$ cat config.mk
export PLATFORM = sky130hd
export DESIGN_NAME = mpr_routing
export DESIGN_NICKNAME = d
export VERILOG_FILES = /design/src/mpr_routing.v
export VERILOG_INCLUDE_DIRS = /design/src
export SDC_FILE = /design/constraint.sdc
export NUM_CORES = 1
export LEC_CHECK = 0
export BUFFER_PORTS_ARGS = -buffer_cell sky130_fd_sc_hd__buf_4
export CAP_MARGIN = 20
export CORE_MARGIN = 2
export CORE_UTILIZATION = 45
export DETAILED_ROUTE_END_ITERATION = 10
export PLACE_DENSITY_LB_ADDON = 0.1
export SYNTH_ARGS = -nofsm -noshare
export SYNTH_HDL_FRONTEND = slang
export SYNTH_SLANG_ARGS = --single-unit
$ cat constraint.sdc
create_clock -name clk -period 5.5 [get_ports clk]
set_input_delay 0.55 -clock clk [delete_from_list [all_inputs] [get_ports clk]]
set_output_delay 0.55 -clock clk [all_outputs]
set_load 0.1 [all_outputs]
$ cat src/mpr_defs.vh
// Constants for the mode pin and output routing block.
`ifndef MPR_DEFS_VH
`define MPR_DEFS_VH

// ----------------------------------------------------------------
// Register byte offsets
// ----------------------------------------------------------------
`define MPR_OFS_GLOBAL     8'h00
`define MPR_OFS_MODAL0     8'h04
`define MPR_OFS_MODAL3     8'h10
`define MPR_OFS_RATIO0     8'h14
`define MPR_OFS_RATIO3     8'h20
`define MPR_OFS_STATUS     8'h24
`define MPR_OFS_EFF_RATIO  8'h28

// ----------------------------------------------------------------
// Global register fields
// ----------------------------------------------------------------
`define MPR_GL_LOCKCFG     0
`define MPR_GL_UNLOCK_EN   1
`define MPR_GL_FN_LO       2
`define MPR_GL_FN_HI       4
`define MPR_GLOBAL_RST     5'h00

// ----------------------------------------------------------------
// Modal register fields
// ----------------------------------------------------------------
`define MPR_MD_SHIFT_LO    0
`define MPR_MD_SHIFT_HI    1
`define MPR_MD_AUX_LO      2
`define MPR_MD_AUX_HI      3
`define MPR_MD_LOCKIDX_LO  4
`define MPR_MD_LOCKIDX_HI  5
`define MPR_MD_FRACN       6
`define MPR_MODAL_RST      7'h00
`define MPR_RATIO_RST      32'h00000000

// ----------------------------------------------------------------
// Encodings
// ----------------------------------------------------------------
`define MPR_AUX_REF        2'h0
`define MPR_AUX_INCLK      2'h1
`define MPR_AUX_SYNTH      2'h2
`define MPR_AUX_LOCK       2'h3
`define MPR_FN_DIS_MAIN    3'h0
`define MPR_FN_DIS_AUX     3'h1
`define MPR_FN_DIS_BOTH    3'h2
`define MPR_FN_RMOD        3'h3
`define MPR_FN_FORCE_MAN   3'h4
`define MPR_FN_RSVD        3'h5
`define MPR_FN_SRC_OVR     3'h6
`define MPR_FN_AUX_SYNTH   3'h7

// ----------------------------------------------------------------
// Timing
// ----------------------------------------------------------------
`define MPR_CLK_PERIOD_NS  10
`define MPR_LOCK_TIME_NS   100000
`define MPR_CLKIN_GAP      16'h1000
`define MPR_DRIFT_HI       20'd13
`define MPR_DRIFT_LO       20'd7
`define MPR_DRIFT_DIV      20'd10
`define MPR_STEP_SHIFT     3

`endif

$ cat src/mpr_routing.v
// Mode pin decoding, output routing and lock control of the clock synthesizer.
//
// Added by the designer: the Wishbone slave port and the address map.
`include "mpr_defs.vh"

module mpr_routing #(
  parameter LOCK_TIME_NS = `MPR_LOCK_TIME_NS
) (
  input  wire        clk,
  input  wire        sys_rst,
  input  wire        wb_cyc_i,
  input  wire        wb_stb_i,
  input  wire        wb_we_i,
  input  wire [7:0]  wb_adr_i,
  input  wire [3:0]  wb_sel_i,
  input  wire [31:0] wb_dat_i,
  output wire [31:0] wb_dat_o,
  output wire        wb_ack_o,
  input  wire        mode_select_lo,
  input  wire        mode_select_hi,
  input  wire        multipurpose_pin,
  input  wire        input_clock,
  input  wire        synth_clock,
  input  wire        ref_clock_fault,
  output wire        main_clk_out,
  output wire        main_clk_oe,
  output wire        aux_out,
  output wire        aux_oe,
  output wire [31:0] effective_ratio,
  output wire [1:0]  active_ratio_index,
  output wire        fracn_dynamic,
  output wire        pll_locked
);

  localparam [31:0] LOCK_CYCLES = (LOCK_TIME_NS + `MPR_CLK_PERIOD_NS - 1) / `MPR_CLK_PERIOD_NS;
  localparam [23:0] LOCK_LAST   = LOCK_CYCLES[23:0] - 24'h000001;

  // ----------------------------------------------------------------
  // Pin synchronisers
  // ----------------------------------------------------------------
  wire [5:0] pin_raw = {ref_clock_fault, synth_clock, input_clock,
                        multipurpose_pin, mode_select_hi, mode_select_lo};
  reg  [5:0] sync1_ff;
  reg  [5:0] sync2_ff;
  reg  [5:0] sync3_ff;

  genvar gi;
  generate
    for (gi = 0; gi < 6; gi = gi + 1) begin : g_sync
      always @(posedge clk) begin
        if (sys_rst) begin
          sync1_ff[gi] <= 1'b0;
          sync2_ff[gi] <= 1'b0;
          sync3_ff[gi] <= 1'b0;
        end else begin
          sync1_ff[gi] <= pin_raw[gi];
          sync2_ff[gi] <= sync1_ff[gi];
          sync3_ff[gi] <= sync2_ff[gi];
        end
      end
    end
  endgenerate

  wire [1:0] mode      = sync2_ff[1:0];
  wire       mp        = sync2_ff[2];
  wire       inclk_lvl = sync2_ff[3];
  wire       synth_lvl = sync2_ff[4];
  wire       ref_fault = sync2_ff[5];

  // ----------------------------------------------------------------
  // Configuration storage and Wishbone slave
  // ----------------------------------------------------------------
  function [31:0] wb_merge;
    input [31:0] old_val;
    input [31:0] new_val;
    input [3:0]  sel;
    integer k;
    begin
      for (k = 0; k < 4; k = k + 1) begin
        wb_merge[k*8 +: 8] = sel[k] ? new_val[k*8 +: 8] : old_val[k*8 +: 8];
      end
    end
  endfunction

  reg  [4:0]  global_ff;
  reg  [6:0]  modal_ff [0:3];
  reg  [31:0] ratio_ff [0:3];
  reg         ack_ff;
  reg  [31:0] rdat_ff;
  reg  [31:0] nxt_rdat;
  wire        wb_req = wb_cyc_i & wb_stb_i & ~ack_ff;
  wire [1:0]  wsel   = wb_adr_i[3:2] - 2'h1;
  wire [31:0] gl_mrg = wb_merge({27'h0000000, global_ff}, wb_dat_i, wb_sel_i);
  wire [31:0] md_mrg = wb_merge({25'h0000000, modal_ff[wsel]}, wb_dat_i, wb_sel_i);
  wire [31:0] status_word;
  integer     i;

  always @* begin
    nxt_rdat = 32'h00000000;
    if (wb_adr_i == `MPR_OFS_GLOBAL) begin
      nxt_rdat = {27'h0000000, global_ff};
    end else if (wb_adr_i >= `MPR_OFS_MODAL0 && wb_adr_i <= `MPR_OFS_MODAL3) begin
      nxt_rdat = {25'h0000000, modal_ff[wsel]};
    end else if (wb_adr_i >= `MPR_OFS_RATIO0 && wb_adr_i <= `MPR_OFS_RATIO3) begin
      nxt_rdat = ratio_ff[wb_adr_i[3:2] - 2'h1];
    end else if (wb_adr_i == `MPR_OFS_STATUS) begin
      nxt_rdat = status_word;
    end else if (wb_adr_i == `MPR_OFS_EFF_RATIO) begin
      nxt_rdat = effective_ratio;
    end
  end

  always @(posedge clk) begin
    if (sys_rst) begin
      ack_ff    <= 1'b0;
      rdat_ff   <= 32'h00000000;
      global_ff <= `MPR_GLOBAL_RST;
      for (i = 0; i < 4; i = i + 1) begin
        modal_ff[i] <= `MPR_MODAL_RST;
        ratio_ff[i] <= `MPR_RATIO_RST;
      end
    end else begin
      ack_ff <= wb_req;
      if (wb_req & ~wb_we_i) begin
        rdat_ff <= nxt_rdat;
      end
      if (wb_req & wb_we_i) begin
        if (wb_adr_i == `MPR_OFS_GLOBAL) begin
          global_ff <= gl_mrg[4:0];
        end else if (wb_adr_i >= `MPR_OFS_MODAL0 && wb_adr_i <= `MPR_OFS_MODAL3) begin
          modal_ff[wsel] <= md_mrg[6:0];
        end else if (wb_adr_i >= `MPR_OFS_RATIO0 && wb_adr_i <= `MPR_OFS_RATIO3) begin
          ratio_ff[wsel] <= wb_merge(ratio_ff[wsel], wb_dat_i, wb_sel_i);
        end
      end
    end
  end

  assign wb_ack_o = ack_ff;
  assign wb_dat_o = rdat_ff;

  // ----------------------------------------------------------------
  // Modal set selection and multipurpose pin decode
  // ----------------------------------------------------------------
  // mode pins pick set
  wire [6:0] modal     = modal_ff[mode];
  wire [1:0] shift_sel = modal[`MPR_MD_SHIFT_HI:`MPR_MD_SHIFT_LO];
  wire [1:0] aux_sel   = modal[`MPR_MD_AUX_HI:`MPR_MD_AUX_LO];
  wire [1:0] lock_idx  = modal[`MPR_MD_LOCKIDX_HI:`MPR_MD_LOCKIDX_LO];
  wire       man_src   = modal[`MPR_MD_FRACN];
  wire       lock_cfg  = global_ff[`MPR_GL_LOCKCFG];
  wire       unl_en    = global_ff[`MPR_GL_UNLOCK_EN];
  wire [2:0] mp_fn     = global_ff[`MPR_GL_FN_HI:`MPR_GL_FN_LO];

  wire main_dis = mp & (mp_fn == `MPR_FN_DIS_MAIN || mp_fn == `MPR_FN_DIS_BOTH);
  wire aux_dis  = mp & (mp_fn == `MPR_FN_DIS_AUX || mp_fn == `MPR_FN_DIS_BOTH);
  wire rmod_en  = mp & (mp_fn == `MPR_FN_RMOD);
  wire auto_en  = (lock_idx != mode);
  // pin hands source to manual bit
  wire auto_act = auto_en & ~(mp & (mp_fn == `MPR_FN_FORCE_MAN));
  wire man_eff  = (mp_fn == `MPR_FN_SRC_OVR) ? mp : man_src;
  reg  inclk_present_ff;
  wire dyn_src  = auto_act ? inclk_present_ff : man_eff;
  wire [1:0] ratio_idx = dyn_src ? lock_idx : mode;

  // ----------------------------------------------------------------
  // Effective ratio
  // ----------------------------------------------------------------
  reg [31:0] eff_ratio_ff;
  reg        dyn_ff;
  reg [1:0]  ratio_idx_ff;
  always @(posedge clk) begin
    if (sys_rst) begin
      eff_ratio_ff <= 32'h00000000;
      dyn_ff       <= 1'b0;
      ratio_idx_ff <= 2'h0;
    end else begin
      dyn_ff       <= dyn_src;
      ratio_idx_ff <= ratio_idx;
      if (rmod_en) begin
        eff_ratio_ff <= ratio_ff[ratio_idx] >> ({1'b0, shift_sel} + 3'h1);
      end else begin
        eff_ratio_ff <= ratio_ff[ratio_idx];
      end
    end
  end

  assign effective_ratio    = eff_ratio_ff;
  assign fracn_dynamic      = dyn_ff;
  assign active_ratio_index = ratio_idx_ff;

  // ----------------------------------------------------------------
  // Input clock monitor
  // ----------------------------------------------------------------
  // Periods are measured in system clock cycles, so only inputs well below
  // half the system clock can be judged.
  reg  [15:0] per_cnt_ff;
  reg  [15:0] prev_per_ff;
  reg  [15:0] start_per_ff;
  reg         inclk_fault_ff;
  wire        inclk_rise = inclk_lvl & ~sync3_ff[3];
  wire [19:0] per_x10    = {4'h0, per_cnt_ff} * `MPR_DRIFT_DIV;
  wire [19:0] start_ext  = {4'h0, start_per_ff};
  wire [15:0] step_diff  = (per_cnt_ff > prev_per_ff) ? per_cnt_ff - prev_per_ff
                                                      : prev_per_ff - per_cnt_ff;
  always @(posedge clk) begin
    if (sys_rst) begin
      per_cnt_ff       <= 16'h0000;
      prev_per_ff      <= 16'h0000;
      start_per_ff     <= 16'h0000;
      inclk_present_ff <= 1'b0;
      inclk_fault_ff   <= 1'b0;
    end else begin
      inclk_fault_ff <= 1'b0;
      if (inclk_rise) begin
        per_cnt_ff  <= 16'h0001;
        prev_per_ff <= per_cnt_ff;
        if (!inclk_present_ff) begin
          inclk_present_ff <= 1'b1;
          start_per_ff     <= 16'h0000;
        end else if (start_per_ff == 16'h0000) begin
          start_per_ff <= per_cnt_ff;
        end else begin
          inclk_fault_ff <= (per_x10 > start_ext * `MPR_DRIFT_HI) |
                            (per_x10 < start_ext * `MPR_DRIFT_LO) |
                            (step_diff > (prev_per_ff >> `MPR_STEP_SHIFT));
        end
      end else if (per_cnt_ff == `MPR_CLKIN_GAP) begin
        inclk_fault_ff   <= inclk_present_ff;
        inclk_present_ff <= 1'b0;
      end else begin
        per_cnt_ff <= per_cnt_ff + 16'h0001;
      end
    end
  end

  // ----------------------------------------------------------------
  // Lock control
  // ----------------------------------------------------------------
  reg  [23:0] lock_cnt_ff;
  reg         locked_ff;
  reg         dyn_prev_ff;
  wire mode_chg = (sync2_ff[1:0] != sync3_ff[1:0]);
  wire mp_chg   = (sync2_ff[2] != sync3_ff[2]) &
                  (mp_fn == `MPR_FN_RMOD || mp_fn == `MPR_FN_FORCE_MAN ||
                   mp_fn == `MPR_FN_RSVD || mp_fn == `MPR_FN_SRC_OVR);
  wire unlock_evt = mode_chg | mp_chg | ref_fault | (inclk_fault_ff & dyn_src) |
                    (dyn_src != dyn_prev_ff);

  always @(posedge clk) begin
    if (sys_rst) begin
      lock_cnt_ff <= 24'h000000;
      locked_ff   <= 1'b0;
      dyn_prev_ff <= 1'b0;
    end else begin
      dyn_prev_ff <= dyn_src;
      if (unlock_evt) begin
        lock_cnt_ff <= 24'h000000;
        locked_ff   <= 1'b0;
      end else if (lock_cnt_ff == LOCK_LAST) begin
        locked_ff <= 1'b1;
      end else begin
        lock_cnt_ff <= lock_cnt_ff + 24'h000001;
      end
    end
  end

  assign pll_locked = locked_ff;

  // ----------------------------------------------------------------
  // Main clock output
  // ----------------------------------------------------------------
  reg main_run_ff;
  reg main_drv_ff;
  reg main_out_ff;
  always @(posedge clk) begin
    if (sys_rst) begin
      main_run_ff <= 1'b0;
      main_drv_ff <= 1'b0;
      main_out_ff <= 1'b0;
    end else begin
      // gates change only in the low phase
      if (!synth_lvl) begin
        main_run_ff <= locked_ff | unl_en;
        main_drv_ff <= ~main_dis;
      end
      main_out_ff <= main_run_ff & synth_lvl;
    end
  end

  assign main_clk_out = main_out_ff;
  assign main_clk_oe  = main_drv_ff;

  // ----------------------------------------------------------------
  // Auxiliary output
  // ----------------------------------------------------------------
  reg  [1:0] aux_src_ff;
  reg        aux_drv_ff;
  reg        aux_out_ff;
  reg        aux_oe_ff;
  reg        ref_tgl_ff;
  wire [1:0] aux_req = (mp & (mp_fn == `MPR_FN_AUX_SYNTH)) ? `MPR_AUX_SYNTH : aux_sel;

  function aux_level;
    input [1:0] src;
    input       ref_l;
    input       in_l;
    input       syn_l;
    begin
      if (src == `MPR_AUX_REF) begin
        aux_level = ref_l;
      end else if (src == `MPR_AUX_INCLK) begin
        aux_level = in_l;
      end else begin
        aux_level = syn_l;
      end
    end
  endfunction

  wire cur_lvl = aux_level(aux_src_ff, ref_tgl_ff, inclk_lvl, synth_lvl);
  wire req_lvl = aux_level(aux_req, ref_tgl_ff, inclk_lvl, synth_lvl);
  // switching via 01 or 11 is immediate
  wire fast_sw = (aux_req == `MPR_AUX_INCLK) | (aux_req == `MPR_AUX_LOCK) |
                 (aux_src_ff == `MPR_AUX_INCLK) | (aux_src_ff == `MPR_AUX_LOCK);

  // aux synth copy is phase aligned with the main output
  always @(posedge clk) begin
    if (sys_rst) begin
      ref_tgl_ff <= 1'b0;
      aux_src_ff <= `MPR_AUX_REF;
      aux_drv_ff <= 1'b0;
      aux_out_ff <= 1'b0;
      aux_oe_ff  <= 1'b0;
    end else begin
      ref_tgl_ff <= ~ref_tgl_ff;
      // 00 and 10 swap only while both are low
      if (fast_sw | (~cur_lvl & ~req_lvl)) begin
        aux_src_ff <= aux_req;
      end
      if (fast_sw | ~cur_lvl) begin
        aux_drv_ff <= ~aux_dis;
      end
      if (aux_src_ff == `MPR_AUX_LOCK) begin
        // push-pull high or open-drain low when unlocked
        aux_out_ff <= ~lock_cfg & ~locked_ff;
        aux_oe_ff  <= aux_drv_ff & (~lock_cfg | ~locked_ff);
      end else begin
        aux_out_ff <= aux_drv_ff & cur_lvl;
        aux_oe_ff  <= aux_drv_ff;
      end
    end
  end

  assign aux_out = aux_out_ff;
  assign aux_oe  = aux_oe_ff;

  assign status_word = {24'h000000, aux_src_ff, mode, inclk_present_ff, rmod_en,
                        dyn_ff, locked_ff};

endmodule

==> results.toml <==
[global_route]
antenna_found_initial = 0
grt_usage_pct = 26.7
first_global_vias = 19300
grt_start_max_net_pins = 70
grt_pass1_wl_um = 111000
overflow = 0

[logic_synthesis]
synth-seq-cells = 329
synthSimpleGateAreaFrac_pct = 20.8
synth_fa_ha_area_share_pct = 12.4
yosys.area.top_type = "edfxtp_1"
yosysWarnings = 0
synth_top_family_by_area = "simple AND/OR/NAND/NOR gates"
ys.flop_type = "dfxtp_1"
synth_xor_area_share_pct = 3.24
synth_enable_flop_cells = 156
synth_cells = 2539
synthMuxAreaShare_pct = 10.9
yosysSeqAreaShare_pct = 35.9
syn-cell-area_um2 = 22700
synth_top_area_share_pct = 20.6
yosys-top-cells-area = "edfxtp_1 21%, dfxtp_1 15%, ha_1 9.6%"
avgSynthCellArea_um2 = 8.94
syn-num-nets = 2800
synth_compound_area_share_pct = 12.5
synthArstFlopShare_pct = 0
ys_types = 80

[clock_tree]
cts_buffers = 39
tritoncts = "yes"
clockBufferDepth = 3
cts_sinks = 329
root_buffer = "clkbuf_16"
holdBufCountCts = 0
cts_max_level = 2
insertion_delay_ps = 570
clkTransAtPathRegs_ps = 60

[worst_setup_path]
startpoint_type = "register"
startpoint = "start_per_ff[2]"
cp_max_fo = 8
reg2reg_depth = 20
cp.required_ps = 5950
r2r_slack_ps = 470
crit_type = "register to register"
endpoint_kind = "register"
r2r_end = "inclk_fault_ff"
critPathArrivalTime_ps = 5470
reg2reg_from = "start_per_ff[2]"

[drt]
drtAntennaViolNets = 0
drt-initial-drc-count = 1547
drcViolationCount = 0
drt-pass1-iter-count = 6
vias_per_cell = 5.87
routed_wl_um = 70500
post_drt_wl_per_cell_um = 21.2
vias = 19500

[sta]
setup_viol = 0
tns_ps = 0
period_minus_slack_ps = 5030
slew_viol_final = 0
worst_pin_slew_ps = 1090
clock_skew_ps = 28.5
max_freq_mhz = 199
fin_crit_sh_pct = 91.4
setup_slack_ps = 475
final_hold_viol_count = 0
holdWs_ps = 188
relSlewSlack_pct = 27.0

[power_and_ir_drop]
p_int_uw = 4690
power.density_nw_per_um2 = 257
p_leak_uw = 0.0109
seqPwrFrac_pct = 40.8
ir_worst_vdd_mv = 0.226
combPwrFrac_pct = 18.2
p_sw_uw = 1960
power_frac_clock_pct = 41.0
p_sw_share_pct = 29.4
total_power_uw = 6650

[min_path]
hold_path.class = "input pin to register"
hold-path-endpoint = "sync1_ff[1]"
worstHoldPathCells = 2
hp-start = "mode_select_hi"

[final_layout]
final_area_um2 = 25800
mostFrequentLayoutCell = "nand2_1"
fin_nets = 2879
layout-drive-gt1-share_pct = 13.1
antennaDiodeCount = 0
syn_to_final_growth_pct = 13.8
layout_common_cells = "363 x nand2_1, 322 x nor2_1, 180 x buf_4"

[flow_run]
maxCapViolations = 0

[die]
die_h_um = 229
start_util_pct = 45.4
coreArea_um2 = 50000
fp-row-count = 82
pin_count = 128
die_x_um = 229
die-area_um2 = 52200

[placement]
pre_cts_ws_ps = 262
port_buffers = 127
placed_cell_area_um2 = 24500
place_congestion = 0.900
hpwl_um = 51100

[outcome]
status = "complete, no violations"
## power groups by stage
stage	clock [µW]	sequential, µW	combinational (µW)
3_5_place_dp	0	2760	1200
6_report	2730	2710	1210
5_1_grt	2860	2720	1300
2_1_floorplan	0	2920	682
4_1_cts	2770	2710	1210
3_3_place_gp	0	2760	1190
## repair_timing
item / in CTS / in global routing
setup buffers: 0 / 0
gates resized for setup: 0 / 6
endpoints found under the setup margin: 0 / 1
## registers in the layout, summed over array words and instances (netlist names), 4 cells and up
signal           count
wb_dat_o            32
prev_per_ff         16
start_per_ff        16
global_ff            5
sync3_ff             4
per_cnt_ff          16
lock_cnt_ff         24
modal_ff            28
ratio_ff           128
effective_ratio     32
sync1_ff             6
## cells in the mapped netlist (21+ instances only)
cell,count
nand2_1,363
nor2_1,323
nand3_1,176
ha_1,174
dfxtp_1,173
a21oi_1,165
edfxtp_1,156
mux2i_1,120
clkbuf_1,101
inv_1,92
o21ai_0,60
xnor2_1,49
mux4_2,44
xor2_1,35
and3_1,34
fa_1,32
nor2b_1,30
nor3_1,30
a31oi_1,25
nand4_1,23
buf_2,22
mux2_2,21
o221ai_1,21
## per-layer routing
metal | GRT usage, % | part of all wire (%) | wire length (µm) | vias up
met4 | 10.3 | 3.5 | 2470 | 0
met2 | 45.6 | 48 | 34000 | 681
met1 | 34.5 | 42 | 29800 | 9410
met3 | 3.44 | 5.9 | 4180 | 143
li1 | - | - | - | 9247
met5 | 0 | 0 | 0 | -
## critical path, stage by stage (launching register included)
cell and delay, ps:
dfxtp_2 430, inv_1 70, ha_1 310, fa_1 470, ha_1 350, nor2b_1 140, o21ai_0 190, a21oi_1 120
o211ai_1 220, a21oi_1 140, nor3_2 290, nor3_2 100, o211a_1 240, a2111oi_1 360, ha_1 210, nand3_1 110
nor3_2 300, nand3_1 140, a221oi_1 310, o2111ai_1 150, a41o_1 250
## worst max path at each step
stage	endpoint	slack, ps
CTS	inclk_fault_ff	210
detailed placement	inclk_fault_ff	260
global placement	inclk_fault_ff	370
global route	inclk_fault_ff	-6
floorplan	inclk_fault_ff	770
finish	inclk_fault_ff	470
## through the flow
step | util [%] | instances
2_1_floorplan | - | 2539
3_3_place_gp | 48.8 | 3246
3_5_place_dp | 48.9 | 3249
4_1_cts | 51.7 | 3320
5_1_grt | 51.7 | 3320
6_report | 51.7 | 3320
## cells by family (layout without fill, tap and decap cells)
group | Yosys count | count (layout)
AND/OR/NAND/NOR | 1056 | 1056
AO/OA/AOI/OAI | 437 | 437
flip-flops | 329 | 329
buffers and inverters | 239 | 348
adder cells (fa/ha/maj) | 206 | 206
multiplexers | 188 | 188
XOR/XNOR | 84 | 84
## layout make-up
class,count,area (µm²)
Clock inverter,13,143
Multi-Input combinational cell,1971,13700
Clock buffer,58,1220
Sequential cell,329,8150
Tap cell,672,841
Inverter,92,345
Timing Repair Buffer,185,1460
Fill cell,4711,24100
Note: power is estimated with default switching activity, not from simulation.
